`src/logic/dtid_pkg.sv`:
```
// shared constants and types for the debug tap instruction decoder
package dtid_pkg;
  localparam int IR_W = 8;
  localparam int ID_W = 32;
  localparam int STAT_W = 8;
  localparam int CMD_W = 6;
  localparam int ADDR_W = 32;
  localparam int DATA_W = 32;
  localparam int CTRL_W = 32;
  localparam int BSC_W = 16;
  localparam int STAT_LOCK_BIT = 0;
  localparam int STAT_BUSY_BIT = 1;
  localparam int STAT_FAIL_BIT = 2;
  localparam logic [IR_W-1:0] OP_PIN_TEST = 8'h00;
  localparam logic [IR_W-1:0] OP_IDCODE = 8'h01;
  localparam logic [IR_W-1:0] OP_UNLOCK = 8'h02;
  localparam logic [IR_W-1:0] OP_IMPL = 8'h03;
  localparam logic [IR_W-1:0] OP_FLADDR = 8'h04;
  localparam logic [IR_W-1:0] OP_FLCMD = 8'h05;
  localparam logic [IR_W-1:0] OP_STATUS = 8'h06;
  localparam logic [IR_W-1:0] OP_SAMPLE = 8'h07;
  localparam logic [IR_W-1:0] OP_ADDR = 8'h08;
  localparam logic [IR_W-1:0] OP_DATA = 8'h09;
  localparam logic [IR_W-1:0] OP_CTRL = 8'h0A;
  localparam logic [IR_W-1:0] OP_ALL = 8'h0B;
  localparam logic [IR_W-1:0] OP_BOOTSET = 8'h0C;
  localparam logic [IR_W-1:0] OP_BOOTCLR = 8'h0D;
  localparam logic [IR_W-1:0] OP_FAST = 8'h0E;
  localparam logic [IR_W-1:0] OP_BYPASS = 8'h1F;
  localparam logic [IR_W-1:0] IR_RESET_VAL = 8'h01;
  localparam logic [IR_W-1:0] IR_CAPTURE_VAL = 8'h01;
  // arbitrary neutral identity value
  localparam logic [ID_W-1:0] DEVICE_ID_VAL = 32'h00001001;
  localparam logic [ID_W-1:0] IMPL_VAL = 32'h40004000;
  localparam int SYS_CLK_HZ = 20000000;
  localparam int TCK_MIN_NS = 200;
  localparam int TCK_MIN_CYC = (TCK_MIN_NS * (SYS_CLK_HZ / 1000000) + 999) / 1000;

  typedef enum logic [3:0] {
    DTID_RESET, DTID_IDLE, DTID_SEL_DR, DTID_CAP_DR, DTID_SH_DR, DTID_EX1_DR,
    DTID_PAUSE_DR, DTID_EX2_DR, DTID_UPD_DR, DTID_SEL_IR, DTID_CAP_IR,
    DTID_SH_IR, DTID_EX1_IR, DTID_PAUSE_IR, DTID_EX2_IR, DTID_UPD_IR
  } dtid_state_e;

  typedef struct packed {
    logic tck;
    logic tms;
    logic tdi;
    logic trst_n;
  } dtid_jtag_s;

  typedef struct packed {
    logic busy;
    logic done;
    logic fail;
  } dtid_flash_s;
endpackage

```
`src/logic/dtid_sync.sv`:
```
// three-stage pin synchroniser for the jtag inputs
`timescale 1ns/10ps
module dtid_sync
  import dtid_pkg::*;
#(
  parameter int W = 4
)
(
  // clock and reset
  input wire logic i_clk,
  input wire logic i_rst_n,
  // pins
  input wire logic [W-1:0] i_pin,
  // synchronised level and last stage
  output logic [W-1:0] o_lvl,
  output logic [W-1:0] o_prev
);
  logic [W-1:0] s1_r;
  logic [W-1:0] s2_r;
  logic [W-1:0] s3_r;
  logic [W-1:0] lvl_r;

  always_ff @(posedge i_clk or negedge i_rst_n)
  begin
    if (!i_rst_n)
    begin
      s1_r <= '0;
      s2_r <= '0;
      s3_r <= '0;
    end
    else
    begin
      s1_r <= i_pin;
      s2_r <= s1_r;
      s3_r <= s2_r;
    end
  end

  // a change counts only once stages two and three agree
  genvar g;
  generate
    for (g = 0; g < W; g++)
    begin : g_bit
      always_ff @(posedge i_clk or negedge i_rst_n)
      begin
        if (!i_rst_n)
          lvl_r[g] <= 1'b0;
        else if (s2_r[g] == s3_r[g])
          lvl_r[g] <= s3_r[g];
      end
    end
  endgenerate

  assign o_lvl = lvl_r;
  assign o_prev = s3_r;
endmodule

```
`src/logic/dtid_top.sv`:
```
// debug tap: state machine, instruction decode and data register routing
// Behaviour
// - one-hot six-bit flash command, else fail
// - status byte shifts out on tdo
// - status changes only on new command or flash done
// - status bit0 is unlock state
// - status bit1 is flash busy
// - bit2 command fail, bits 3-7 zero
// - sample/preload routes boundary chain
// - sample/preload never updates pins
// - 0x08 selects address register
// - 0x09 selects data register
// - 0x0A selects control register
// - 0x0B chains address, data, control
// - 0x0C sets debug boot flag
// - 0x0D clears debug boot flag
// - 0x0E selects data plus fast register
// - 0x1F selects one-bit bypass
// - locked port refuses privileged instructions
// - identity returns fixed 32-bit code
// - instructions are eight bits
// - locked at power-on until key match
`timescale 1ns/10ps
module dtid_top
  import dtid_pkg::*;
(
  // clock and reset
  input wire logic i_clk,
  input wire logic i_rst_n,
  // jtag pins
  input wire dtid_jtag_s i_jtag,
  output logic o_tdo,
  output logic o_tdo_oe,
  // flash controller side
  input wire dtid_flash_s i_flash,
  input wire logic i_key_match,
  output logic [CMD_W-1:0] o_flash_cmd,
  output logic o_flash_cmd_stb,
  // boundary chain
  input wire logic [BSC_W-1:0] i_pin_sample,
  output logic [BSC_W-1:0] o_pin_drive,
  output logic o_pin_test,
  // processor debug registers
  input wire logic [CTRL_W-1:0] i_ctrl_status,
  output logic [ADDR_W-1:0] o_dbg_addr,
  output logic [DATA_W-1:0] o_dbg_data,
  output logic [CTRL_W-1:0] o_dbg_ctrl,
  output logic [DATA_W-1:0] o_fast_data,
  output logic o_boot_flag,
  output logic o_unlocked,
  output logic [IR_W-1:0] o_ir
);
  localparam int ALL_W = ADDR_W + DATA_W + CTRL_W;
  localparam int FD_W = DATA_W + 1;

  logic [3:0] lvl;
  logic tck_r;
  logic tck_rise;
  logic tck_fall;
  logic tms;
  logic tdi;
  logic trst_n;

  dtid_sync #(.W(4)) u_sync (
    .i_clk(i_clk),
    .i_rst_n(i_rst_n),
    .i_pin({i_jtag.tck, i_jtag.tms, i_jtag.tdi, i_jtag.trst_n}),
    .o_lvl(lvl),
    .o_prev()
  );

  assign tms = lvl[2];
  assign tdi = lvl[1];
  assign trst_n = lvl[0];

  always_ff @(posedge i_clk or negedge i_rst_n)
  begin
    if (!i_rst_n)
      tck_r <= 1'b0;
    else
      tck_r <= lvl[3];
  end
  assign tck_rise = lvl[3] & ~tck_r;
  assign tck_fall = ~lvl[3] & tck_r;

  dtid_state_e st_r;
  dtid_state_e st_nxt;

  // standard tap sequence, advanced on tck rise
  always_comb
  begin
    st_nxt = st_r;
    case (st_r)
      DTID_RESET: st_nxt = tms ? DTID_RESET : DTID_IDLE;
      DTID_IDLE: st_nxt = tms ? DTID_SEL_DR : DTID_IDLE;
      DTID_SEL_DR: st_nxt = tms ? DTID_SEL_IR : DTID_CAP_DR;
      DTID_CAP_DR: st_nxt = tms ? DTID_EX1_DR : DTID_SH_DR;
      DTID_SH_DR: st_nxt = tms ? DTID_EX1_DR : DTID_SH_DR;
      DTID_EX1_DR: st_nxt = tms ? DTID_UPD_DR : DTID_PAUSE_DR;
      DTID_PAUSE_DR: st_nxt = tms ? DTID_EX2_DR : DTID_PAUSE_DR;
      DTID_EX2_DR: st_nxt = tms ? DTID_UPD_DR : DTID_SH_DR;
      DTID_UPD_DR: st_nxt = tms ? DTID_SEL_DR : DTID_IDLE;
      DTID_SEL_IR: st_nxt = tms ? DTID_RESET : DTID_CAP_IR;
      DTID_CAP_IR: st_nxt = tms ? DTID_EX1_IR : DTID_SH_IR;
      DTID_SH_IR: st_nxt = tms ? DTID_EX1_IR : DTID_SH_IR;
      DTID_EX1_IR: st_nxt = tms ? DTID_UPD_IR : DTID_PAUSE_IR;
      DTID_PAUSE_IR: st_nxt = tms ? DTID_EX2_IR : DTID_PAUSE_IR;
      DTID_EX2_IR: st_nxt = tms ? DTID_UPD_IR : DTID_SH_IR;
      DTID_UPD_IR: st_nxt = tms ? DTID_SEL_DR : DTID_IDLE;
      default: st_nxt = DTID_RESET;
    endcase
  end

  always_ff @(posedge i_clk or negedge i_rst_n)
  begin
    if (!i_rst_n)
      st_r <= DTID_RESET;
    else if (!trst_n)
      st_r <= DTID_RESET;
    else if (tck_rise)
      st_r <= st_nxt;
  end

  logic adv;
  assign adv = tck_rise & trst_n;

  // lock state; key comparison lives in the flash controller
  logic unlocked_r;
  always_ff @(posedge i_clk or negedge i_rst_n)
  begin
    if (!i_rst_n)
      unlocked_r <= 1'b0;
    else if (i_key_match)
      unlocked_r <= 1'b1;
  end

  function automatic logic allowed(input logic [IR_W-1:0] op, input logic unl);
    logic ok;
    ok = unl;
    if (op == OP_PIN_TEST || op == OP_IDCODE || op == OP_UNLOCK || op == OP_IMPL ||
        op == OP_STATUS || op == OP_SAMPLE || op == OP_BYPASS)
      ok = 1'b1;
    return ok;
  endfunction

  // instruction register
  logic [IR_W-1:0] ir_sh_r;
  logic [IR_W-1:0] ir_r;
  always_ff @(posedge i_clk or negedge i_rst_n)
  begin
    if (!i_rst_n)
    begin
      ir_sh_r <= '0;
      ir_r <= IR_RESET_VAL;
    end
    else if (!trst_n || (adv && st_r == DTID_RESET))
      ir_r <= IR_RESET_VAL;
    else if (adv)
    begin
      if (st_r == DTID_CAP_IR)
        ir_sh_r <= IR_CAPTURE_VAL;
      else if (st_r == DTID_SH_IR)
        ir_sh_r <= {tdi, ir_sh_r[IR_W-1:1]};
      else if (st_r == DTID_UPD_IR)
        ir_r <= allowed(ir_sh_r, unlocked_r) ? ir_sh_r : OP_BYPASS;
    end
  end

  logic upd_ir;
  assign upd_ir = adv && st_r == DTID_UPD_IR;

  // boot flag from instruction update
  logic boot_r;
  always_ff @(posedge i_clk or negedge i_rst_n)
  begin
    if (!i_rst_n)
      boot_r <= 1'b0;
    else if (upd_ir && allowed(ir_sh_r, unlocked_r))
    begin
      if (ir_sh_r == OP_BOOTSET)
        boot_r <= 1'b1;
      else if (ir_sh_r == OP_BOOTCLR)
        boot_r <= 1'b0;
    end
  end

  // data scan shift registers; idcode and impl share one chain, address, data, control and chained another, fast its own
  logic cap;
  logic sh;
  logic upd;
  assign cap = adv && st_r == DTID_CAP_DR;
  assign sh = adv && st_r == DTID_SH_DR;
  assign upd = adv && st_r == DTID_UPD_DR;

  logic [ID_W-1:0] id_sh_r;
  logic [STAT_W-1:0] st_sh_r;
  logic [STAT_W-1:0] stat_r;
  logic [BSC_W-1:0] bsc_sh_r;
  logic [BSC_W-1:0] bsc_upd_r;
  logic [ALL_W-1:0] all_sh_r;
  logic [FD_W-1:0] fd_sh_r;
  logic [CMD_W-1:0] cmd_sh_r;
  logic [2:0] cmd_cnt_r;
  logic byp_r;
  logic [ADDR_W-1:0] addr_r;
  logic [DATA_W-1:0] data_r;
  logic [CTRL_W-1:0] ctrl_r;
  logic [DATA_W-1:0] fast_r;

  always_ff @(posedge i_clk or negedge i_rst_n)
  begin
    if (!i_rst_n)
    begin
      id_sh_r <= '0;
      st_sh_r <= '0;
      byp_r <= 1'b0;
    end
    else if (cap)
    begin
      id_sh_r <= (ir_r == OP_IDCODE) ? DEVICE_ID_VAL : IMPL_VAL;
      st_sh_r <= stat_r;
      byp_r <= 1'b0;
    end
    else if (sh)
    begin
      id_sh_r <= {tdi, id_sh_r[ID_W-1:1]};
      st_sh_r <= {tdi, st_sh_r[STAT_W-1:1]};
      byp_r <= tdi;
    end
  end

  // command keeps the first six bits shifted; a plain chain would keep the last six
  always_ff @(posedge i_clk or negedge i_rst_n)
  begin
    if (!i_rst_n)
    begin
      cmd_sh_r <= '0;
      cmd_cnt_r <= '0;
    end
    else if (cap)
    begin
      cmd_sh_r <= '0;
      cmd_cnt_r <= '0;
    end
    else if (sh && cmd_cnt_r < 3'(CMD_W))
    begin
      cmd_sh_r[cmd_cnt_r] <= tdi;
      cmd_cnt_r <= cmd_cnt_r + 3'h1;
    end
  end

  // boundary chain: capture and shift for both, update only for external test
  always_ff @(posedge i_clk or negedge i_rst_n)
  begin
    if (!i_rst_n)
    begin
      bsc_sh_r <= '0;
      bsc_upd_r <= '0;
    end
    else if (ir_r == OP_PIN_TEST || ir_r == OP_SAMPLE)
    begin
      if (cap)
        bsc_sh_r <= i_pin_sample;
      else if (sh)
        bsc_sh_r <= {tdi, bsc_sh_r[BSC_W-1:1]};
      else if (upd && ir_r == OP_PIN_TEST)
        bsc_upd_r <= bsc_sh_r;
    end
  end

  // processor debug chains: address lsb first, then data, then control
  logic sel_a;
  logic sel_d;
  logic sel_c;
  logic sel_all;
  logic sel_f;
  assign sel_a = ir_r == OP_ADDR;
  assign sel_d = ir_r == OP_DATA;
  assign sel_c = ir_r == OP_CTRL;
  assign sel_all = ir_r == OP_ALL;
  assign sel_f = ir_r == OP_FAST;

  always_ff @(posedge i_clk or negedge i_rst_n)
  begin
    if (!i_rst_n)
    begin
      all_sh_r <= '0;
      fd_sh_r <= '0;
      addr_r <= '0;
      data_r <= '0;
      ctrl_r <= '0;
      fast_r <= '0;
    end
    else if (cap)
    begin
      all_sh_r <= {i_ctrl_status, data_r, addr_r};
      fd_sh_r <= {data_r, fast_r[0]};
    end
    else if (sh)
    begin
      if (sel_a)
        all_sh_r[ADDR_W-1:0] <= {tdi, all_sh_r[ADDR_W-1:1]};
      else if (sel_d)
        all_sh_r[ADDR_W +: DATA_W] <= {tdi, all_sh_r[ADDR_W+1 +: DATA_W-1]};
      else if (sel_c)
        all_sh_r[ALL_W-1 -: CTRL_W] <= {tdi, all_sh_r[ALL_W-1 -: CTRL_W-1]};
      else
        all_sh_r <= {tdi, all_sh_r[ALL_W-1:1]};
      fd_sh_r <= {tdi, fd_sh_r[FD_W-1:1]};
    end
    else if (upd)
    begin
      if (sel_a || sel_all)
        addr_r <= all_sh_r[ADDR_W-1:0];
      if (sel_d || sel_all)
        data_r <= all_sh_r[ADDR_W +: DATA_W];
      if (sel_c || sel_all)
        ctrl_r <= all_sh_r[ALL_W-1 -: CTRL_W];
      if (sel_f)
      begin
        data_r <= fd_sh_r[FD_W-1:1];
        fast_r <= {{(DATA_W-1){1'b0}}, fd_sh_r[0]};
      end
    end
  end

  // flash command issue; bits shifted past the sixth are ignored
  logic cmd_ok;
  logic cmd_stb_r;
  assign cmd_ok = $onehot(cmd_sh_r);
  always_ff @(posedge i_clk or negedge i_rst_n)
  begin
    if (!i_rst_n)
      cmd_stb_r <= 1'b0;
    else
      cmd_stb_r <= upd && ir_r == OP_FLCMD && cmd_ok;
  end

  // status byte is a snapshot refreshed on a new command; flash done clears busy and updates fail
  logic cmd_new;
  assign cmd_new = upd && ir_r == OP_FLCMD;
  always_ff @(posedge i_clk or negedge i_rst_n)
  begin
    if (!i_rst_n)
      stat_r <= '0;
    else if (cmd_new)
    begin
      stat_r <= '0;
      stat_r[STAT_LOCK_BIT] <= unlocked_r;
      stat_r[STAT_BUSY_BIT] <= cmd_ok | i_flash.busy;
      stat_r[STAT_FAIL_BIT] <= ~cmd_ok | i_flash.fail;
    end
    else if (i_flash.done)
    begin
      stat_r[STAT_BUSY_BIT] <= 1'b0;
      stat_r[STAT_FAIL_BIT] <= i_flash.fail;
    end
  end

  // tdo mux, changes on tck fall; unlisted codes fall to bypass
  logic tdo_r;
  logic oe_r;
  logic tdo_nxt;
  always_comb
  begin
    if (ir_r == OP_IDCODE || ir_r == OP_IMPL)
      tdo_nxt = id_sh_r[0];
    else if (ir_r == OP_STATUS)
      tdo_nxt = st_sh_r[0];
    else if (ir_r == OP_PIN_TEST || ir_r == OP_SAMPLE)
      tdo_nxt = bsc_sh_r[0];
    else if (sel_a || sel_all)
      tdo_nxt = all_sh_r[0];
    else if (sel_d)
      tdo_nxt = all_sh_r[ADDR_W];
    else if (sel_c)
      tdo_nxt = all_sh_r[ADDR_W + DATA_W];
    else if (sel_f)
      tdo_nxt = fd_sh_r[0];
    else
      tdo_nxt = byp_r;
  end

  always_ff @(posedge i_clk or negedge i_rst_n)
  begin
    if (!i_rst_n)
    begin
      tdo_r <= 1'b0;
      oe_r <= 1'b0;
    end
    else if (tck_fall)
    begin
      oe_r <= st_r == DTID_SH_DR || st_r == DTID_SH_IR;
      tdo_r <= (st_r == DTID_SH_IR) ? ir_sh_r[0] : tdo_nxt;
    end
  end

  assign o_tdo = tdo_r;
  assign o_tdo_oe = oe_r;
  assign o_flash_cmd = cmd_sh_r;
  assign o_flash_cmd_stb = cmd_stb_r;
  assign o_pin_drive = bsc_upd_r;
  assign o_pin_test = ir_r == OP_PIN_TEST;
  assign o_dbg_addr = addr_r;
  assign o_dbg_data = data_r;
  assign o_dbg_ctrl = ctrl_r;
  assign o_fast_data = fast_r;
  assign o_boot_flag = boot_r;
  assign o_unlocked = unlocked_r;
  assign o_ir = ir_r;

  bad_cmd_fails_a: assert property (@(posedge i_clk) disable iff (!i_rst_n)
    (cmd_new && !cmd_ok) |=> stat_r[STAT_FAIL_BIT] && !cmd_stb_r)
    else $error("bad command not failed");
  status_upper_zero_a: assert property (@(posedge i_clk) disable iff (!i_rst_n)
    stat_r[STAT_W-1:3] == 5'h00)
    else $error("status upper bits set");
  status_hold_a: assert property (@(posedge i_clk) disable iff (!i_rst_n)
    (!cmd_new && !i_flash.done) |=> $stable(stat_r))
    else $error("status changed without command");
  lock_bit_a: assert property (@(posedge i_clk) disable iff (!i_rst_n)
    cmd_new |=> stat_r[STAT_LOCK_BIT] == $past(unlocked_r))
    else $error("lock bit wrong");
  sample_no_update_a: assert property (@(posedge i_clk) disable iff (!i_rst_n)
    (ir_r == OP_SAMPLE) |=> $stable(bsc_upd_r))
    else $error("sample updated pins");
  locked_refuse_a: assert property (@(posedge i_clk) disable iff (!i_rst_n)
    (upd_ir && !unlocked_r && ir_sh_r == OP_ADDR) |=> ir_r == OP_BYPASS)
    else $error("locked accepted address");
  boot_set_a: assert property (@(posedge i_clk) disable iff (!i_rst_n)
    (upd_ir && unlocked_r && ir_sh_r == OP_BOOTSET) |=> boot_r)
    else $error("boot flag not set");
  boot_clr_a: assert property (@(posedge i_clk) disable iff (!i_rst_n)
    (upd_ir && unlocked_r && ir_sh_r == OP_BOOTCLR) |=> !boot_r)
    else $error("boot flag not cleared");
  id_capture_a: assert property (@(posedge i_clk) disable iff (!i_rst_n)
    (cap && ir_r == OP_IDCODE) |=> id_sh_r == DEVICE_ID_VAL)
    else $error("identity capture wrong");
  tap_reset_a: assert property (@(posedge i_clk) disable iff (!i_rst_n)
    (adv && st_r == DTID_SEL_IR && tms) |=> st_r == DTID_RESET)
    else $error("tap sequence wrong");
endmodule

```
`config.mk`:
```
export PLATFORM = sky130hd
export DESIGN_NAME = dtid_top
export DESIGN_NICKNAME = d
export VERILOG_FILES = /design/src/logic/dtid_pkg.sv /design/src/logic/dtid_sync.sv /design/src/logic/dtid_top.sv
export SDC_FILE = /design/constraint.sdc
export NUM_CORES = 1
export LEC_CHECK = 0
export BUFFER_PORTS_ARGS = -buffer_cell sky130_fd_sc_hd__clkbuf_2
export CORE_AREA = 3 3 200 202
export DETAILED_ROUTE_END_ITERATION = 10
export DIE_AREA = 0 0 203 205
export PLACE_DENSITY = 0.58
export SLEW_MARGIN = 15
export SYNTH_ARGS = -nofsm -noshare
export SYNTH_HDL_FRONTEND = slang
export SYNTH_SLANG_ARGS = --single-unit
```
`constraint.sdc`:
```
create_clock -name i_clk -period 4.87 [get_ports i_clk]
set_input_delay 0.487 -clock i_clk [delete_from_list [all_inputs] [get_ports i_clk]]
set_output_delay 0.487 -clock i_clk [all_outputs]
set_load 0.01 [all_outputs]
```
Yosys cells after proc, flatten, opt, wreduce, memory -nomap -nowiden
Cells that the tools add are included.

operators by class
  reduce and logical (&&, ||, !) cells = 51
  add/sub/neg operators = 6
  equal/unequal tests = 46
  bitwise gates (word level) = 11
  magnitude comparators = 3
  multiplexer cells = 69

operators by type and width
  operator                                       count
  2-to-1 mux 32 bit                              8
  2-to-1 mux 96 bit                              2
  2-to-1 mux 64 bit                              2
  2-to-1 mux 8 bit                               10
  2-to-1 mux 33 bit                              2
  == test 8 x 4 -> 1 bit, second input constant  7
  one-hot mux 4 bit (12 select lines)            1
  == test 8 x 3 -> 1 bit, second input constant  5
  == test 4 bit, second input constant           8
  2-to-1 mux 16 bit                              2
  2-to-1 mux 31 bit                              1
  == test 8 x 2 -> 1 bit, second input constant  3
  2-to-1 mux 4 bit                               6
  AND reduction 4 bit                            6
  2-to-1 mux 1 bit                               22
  == test 4 x 3 -> 1 bit, second input constant  4
  == test 8 x 1 -> 1 bit, second input constant  2
  zero test 8 bit                                2
  nonzero test 2 bit                             8
  logical OR 1 bit                               13
  2-to-1 mux 3 bit                               4
  2-to-1 mux 6 bit                               2
  AND reduction 3 bit                            4
  logical AND 1 bit                              11
  25 further kinds                               51

word-level totals
  output and inout bits = 164
  register bits = 353
  input bits = 58

Longest topological paths before layout
  depth in word-level cells = 19
  mapped depth = 9
  mapped depth without buffers = 9

Hierarchy
From an unflattened synthesis, not the netlist that was laid out.

unflattened totals
  cell total of the unflattened synthesis = 1450
  area, all modules = 15369.7 um^2

by module, submodules not included
  module     area each (um^2)  cells each  sequential area each (um^2)  times used
  dtid_top   14924.3           1430        8384.3                       1
  dtid_sync  445.4             20          400.4                        1

Worst setup path after synthesis
No wires, ideal clock.

  path type = flip-flop to flip-flop
  from = register cmd_sh_r[0] (netlist: o_flash_cmd[0])
  to = register stat_r[2]
  arrival time = 2573 ps
  path buffers = 0
  library setup time = 123 ps
  required time = 4747 ps
  path slack = 2174 ps
  cell stages (with the launch flop) = 10
  clock period less this slack = 2696 ps
  cell sequence = dfrtp_1 -> inv_1 -> fa_1 -> fa_1 -> inv_1 -> ha_1 -> fa_1 -> nor3b_1 -> nor2b_1 -> a21oi_1

between the ends
  word-level cells in the longest chain between the ends = 7

RTL lines
  item                                        RTL line         text
  start, declared                             dtid_top.sv:202  logic [CMD_W-1:0] cmd_sh_r;
  start signal, assigned by index             dtid_top.sv:247  cmd_sh_r[cmd_cnt_r] <= tdi;
  adder 1 x 1 -> 2 bit (not written as such)  dtid_top.sv:330  assign cmd_ok = $onehot(cmd_sh_r);
  adder 2 x 2 -> 3 bit (not written as such)  dtid_top.sv:330
  adder 3 x 2 -> 3 bit (not written as such)  dtid_top.sv:330
  == test 3 x 1 -> 1 bit                      dtid_top.sv:330
  NOT 1 bit                                   dtid_top.sv:351  stat_r[STAT_FAIL_BIT] <= ~cmd_ok | i_flash.fail;
  OR 1 bit                                    dtid_top.sv:351
  2-to-1 mux 2 bit                            dtid_top.sv:346  else if (cmd_new)
  end signal, assigned by index               dtid_top.sv:349  stat_r[STAT_LOCK_BIT] <= unlocked_r;
  end signal, assigned by index               dtid_top.sv:350  stat_r[STAT_BUSY_BIT] <= cmd_ok | i_flash.busy;
  end signal, assigned by index               dtid_top.sv:351
  end, declared                               dtid_top.sv:197  logic [STAT_W-1:0] stat_r;

No other way between the ends.
A chain may end at the register's enable or synchronous reset.

Final worst setup path
  from = register ir_r[4] (netlist: o_ir[4])
  to = register all_sh_r[58]

between the ends
  word-level cells in the longest chain between the ends = 5
  elaborated cells on any way between the ends = 10
  classes of those cells = eq/ne (5); mux (4); reduce/logical (1)

RTL lines
  item                           RTL line         text
  start, declared                dtid_top.sv:148  logic [IR_W-1:0] ir_r;
  start signal, assigned         dtid_top.sv:165  ir_r <= allowed(ir_sh_r, unlocked_r) ? ir_sh_r : OP_BYPASS;
  == test 8 x 4 -> 1 bit         dtid_top.sv:278  assign sel_d = ir_r == OP_DATA;
  2-to-1 mux 32 bit              dtid_top.sv:303  else if (sel_d)
  2-to-1 mux 64 bit              dtid_top.sv:301  if (sel_a)
  2-to-1 mux 96 bit              dtid_top.sv:299  else if (sh)
  2-to-1 mux 96 bit              dtid_top.sv:294  else if (cap)
  end signal, assigned           dtid_top.sv:296  all_sh_r <= {i_ctrl_status, data_r, addr_r};
  end signal, assigned by index  dtid_top.sv:302  all_sh_r[ADDR_W-1:0] <= {tdi, all_sh_r[ADDR_W-1:1]};
  end signal, assigned by index  dtid_top.sv:304  all_sh_r[ADDR_W +: DATA_W] <= {tdi, all_sh_r[ADDR_W+1 +: DATA_W-1]};
  end, declared                  dtid_top.sv:200  logic [ALL_W-1:0] all_sh_r;

Parallel ways exist; a longest one is shown, timed or not. The select of a mux whose other input is x is not followed.

==> results.toml <==
[status]
status = "finished clean"

[synthesis]
synth_warn = 0
asyncSetResetFlopFracSynth = 1.000
synth_enable_flop_cells = 0
ys_ff_latch = 351
mapped_area_mm2 = 0.01535
synthDistinctLibCells = 69
synthFlopType = "dfrtp_1"
syn_inst = 1420
syn_area_per_cell_um2 = 10.81
synth_sequential_area_ratio = 0.5722

[timing]
skew_ns = 0.01491
final_hold_viol_count = 0
setup_viol = 0
holdWs_ns = 0.05368
total_negative_slack_for_setup_checks_ns = 0
tightest_slew_ns = 1.113
max_slew_vio_count = 0
slew_headroom = 0.2553
period_minus_slack_ns = 3.129
clock.fmax_mhz = 319.6
rsz0062_at_grt = "false"
fin_crit_sh = 0.6425

[critical_path]
crit_path_top_delay_cell = "nor2_4"
setup.reg_to_reg.worst_slack_ns = 1.74
timing.rr.start = "o_ir[4]"
worstPathCellList = "or3_1 -> or3_1 -> o21a_1 -> nor2_4 -> a221o_1"
cp_common_cell = "or3_1"
critical_path.max_stage_delay_ns = 0.79
setup.worst_path.start_class = "flip-flop"
critPathBufInv = 0
critPathMaxFanout = 31
criticalPathCategory = "flip-flop to flip-flop"
worst_ep_required_time_ns = 5.34
reg2reg_to = "all_sh_r[58]"
critical-path-top-delay-family = "simple AND/OR/NAND/NOR gates"
timing.critical_path.arrival_ns = 3.60
count_of_cells_along_the_worst_register_to_register_path = 5
crit_path_end_kind = "flip-flop"

[pwr]
total_power_uw = 6213
share_clk_of_total_power = 0.504
power_report.internal_total_uw = 4895
switchingPower_uw = 1318
power.sequential.fraction = 0.475
irDropWorstVdd_v = 0.0002790
sw_frac_of_total = 0.2122
powerDensity_mw_per_mm2 = 345.7
share_comb_of_total_power = 0.021
leakagePower_uw = 0.009118

[layout]
areaGrowthSynthToFinish_pct = 17.07
post_route_cells_drive_above_1_share = 0.2396
fin_area_mm2 = 0.01797
instances_no_fill = 2122
n_fill_cell = 3586
layout_commonest_cell = "dfrtp_1"
layout.cells.most_common_list = "dfrtp_1 (350), nand2_1 (295), clkbuf_2 (189)"
finish.net_count = 1637

[clocking]
tritoncts = "yes"
cts-root-to-sink-buffers = 3
cts_setup_buffers = 0
clkSinkCount = 351
number_of_cells_upsized_or_downsized_after_cts = 0
clkSlewWorstSetupHoldPaths_ns = 0.06
cts_root_buf = "clkbuf_16"
tritoncts.num_buffers = 40
htree_levels = 2
number_of_buffers_added_to_fix_hold_violations_after_cts = 1
clock_insertion_delay_worst_skew_ns = 0.54

[flow_run]
drv_cap = 0

[route]
first_iter_violations = 582
vias_per_inst = 5.157
detail_route.drc_violations = 0
detailroute.via_count = 10940
avgRoutedWirePerCell_um = 17.04
drt_pre_antenna_iters = 5
drt-total-wl_mm = 36.15
antenna_violating_nets_post_route = 0

[place]
post_place_cell_area_mm2 = 0.01660
placed_cells_incl_taps = 2049
place_congestion = 0.7907
place.port_buffers = 190
dp_hpwl_mm = 23.02

[global_route]
grt_first_pass_wirelength_mm = 58.19
track_usage = 0.1717
globalRoute.totalOverflow = 0
grt_start_max_net_pins = 114
grt_antenna_before_repair = 1
grt_pass1_vias = 10730

[hold_path]
min-delay-start = "i_jtag[2]"
worst_hold_path_type = "primary input to flip-flop"
hold-path-endpoint = "u_sync.s1_r[2]"
cell_depth_of_the_worst_hold_path = 1

[die]
placementRows = 72
io-pin-count = 222
floorplan.die.width_um = 203
coreArea_mm2 = 0.03847
die_extent_in_y_um = 205
starting_density_of_the_core = 0.3991
floorplan.die_area_mm2 = 0.04162
synth_stat cells (all sizes together) (3+ instances only):
cell      n  area [um^2]
nor4b     3        26.28
fa        3        60.06
nand2b    6        37.54
mux2    114         1284
nor4      5        37.53
dfrtp   350         8758
nand3     5        25.02
a221o    33        330.3
o21ai    87        439.2
a21boi    3        22.52
o211ai    3        22.52
maj3      4        40.04
nor3b     3        22.52
or3       5        31.28
and2     32        200.2
inv      20        75.07
nor2b     8        50.05
a32o      3        30.03
a21oi    45        225.2
mux2i    46        460.4
o21a      3        22.52
a222oi    5        50.05
o31ai     4        30.03
buf      67        450.4
clkbuf   59        221.5
a31oi    49        306.5
nor2     81        311.6
a22o     32        280.3
nand2   296         1111
nor3      9        61.31
metal layers:
metal / track usage / vias to the layer above / wire length (um) / part of all wire
li1: - / 5209 / - / -
met1: 0.2414 / 5428 / 16670 / 0.46
met2: 0.2669 / 251 / 16790 / 0.46
met3: 0.03957 / 55 / 1932 / 0.053
met4: 0.05073 / 0 / 759 / 0.021
met5: 0 / - / 0 / 0
through the flow:
stage | setup WS, ns | util
floorplan | 2.174 | -
finish | 1.741 | 0.4672
global placement | 1.838 | 0.4316
CTS | 1.759 | 0.4672
global route | 1.435 | 0.4672
detailed placement | 1.784 | 0.4316
logic make-up (layout without fill, tap and decap cells):
family                     Yosys count  after routing  synth area share
adders and majority gates            9              9          0.008150
xor gates and xnor gates             3              3          0.001712
buffers and inverters              146            299           0.04866
and+or+nand+nor                    465            465            0.1306
other                                1             32         0.0002443
muxes                              160            160            0.1136
AOI/OAI and AO/OA                  285            285            0.1249
DFF                                351            351            0.5722
area by class of cell:
| type | count | area (um^2) | share of cell area |
|---|---|---|---|
| clock buffers | 57 | 1126 | 0.06265 |
| clock inverters | 14 | 231.5 | 0.01288 |
| flip-flops and latches | 351 | 8785 | 0.4888 |
| multi-input cells | 953 | 5982 | 0.3328 |
| inverters | 20 | 75.07 | 0.004177 |
| well taps | 518 | 648.1 | 0.03606 |
| diodes | 1 | 2.502 | 0.0001392 |
| repair buffers | 208 | 1124 | 0.06251 |
registers in the layout (all words and copies together), names as in the netlist, 3 cells and up:
register	count
all_sh_r	96
fd_sh_r	33
id_sh_r	32
o_dbg_addr	32
o_dbg_ctrl	32
o_dbg_data	32
bsc_sh_r	16
o_pin_drive	16
ir_sh_r	8
o_ir	8
st_sh_r	7
o_flash_cmd	6
st_r	4
u_sync.o_lvl	4
u_sync.o_prev	4
u_sync.s1_r	4
u_sync.s2_r	4
cmd_cnt_r	3
stat_r	3
worst max path at each step:
stage,start,endpoint,slack (ns),depth (start not counted)
after global placement,o_ir[4],all_sh_r[44],1.84,5
final,o_ir[4],all_sh_r[58],1.74,5
after CTS,o_ir[4],all_sh_r[58],1.76,5
after detailed placement,o_ir[4],all_sh_r[45],1.78,5
after global routing,st_r[0],all_sh_r[78],1.44,6
after floorplan,o_flash_cmd[0],stat_r[2],2.17,9
power groups by stage:
stage | clock, uW | combinational (uW) | sequential [uW]
6_report | 3130 | 133 | 2950
5_1_grt | 3330 | 153 | 2950
4_1_cts | 3220 | 138 | 2950
3_5_place_dp | 0 | 137 | 3000
3_3_place_gp | 0 | 136 | 3000
2_1_floorplan | 0 | 64.9 | 2990
Power figures use the tool's default switching activity.
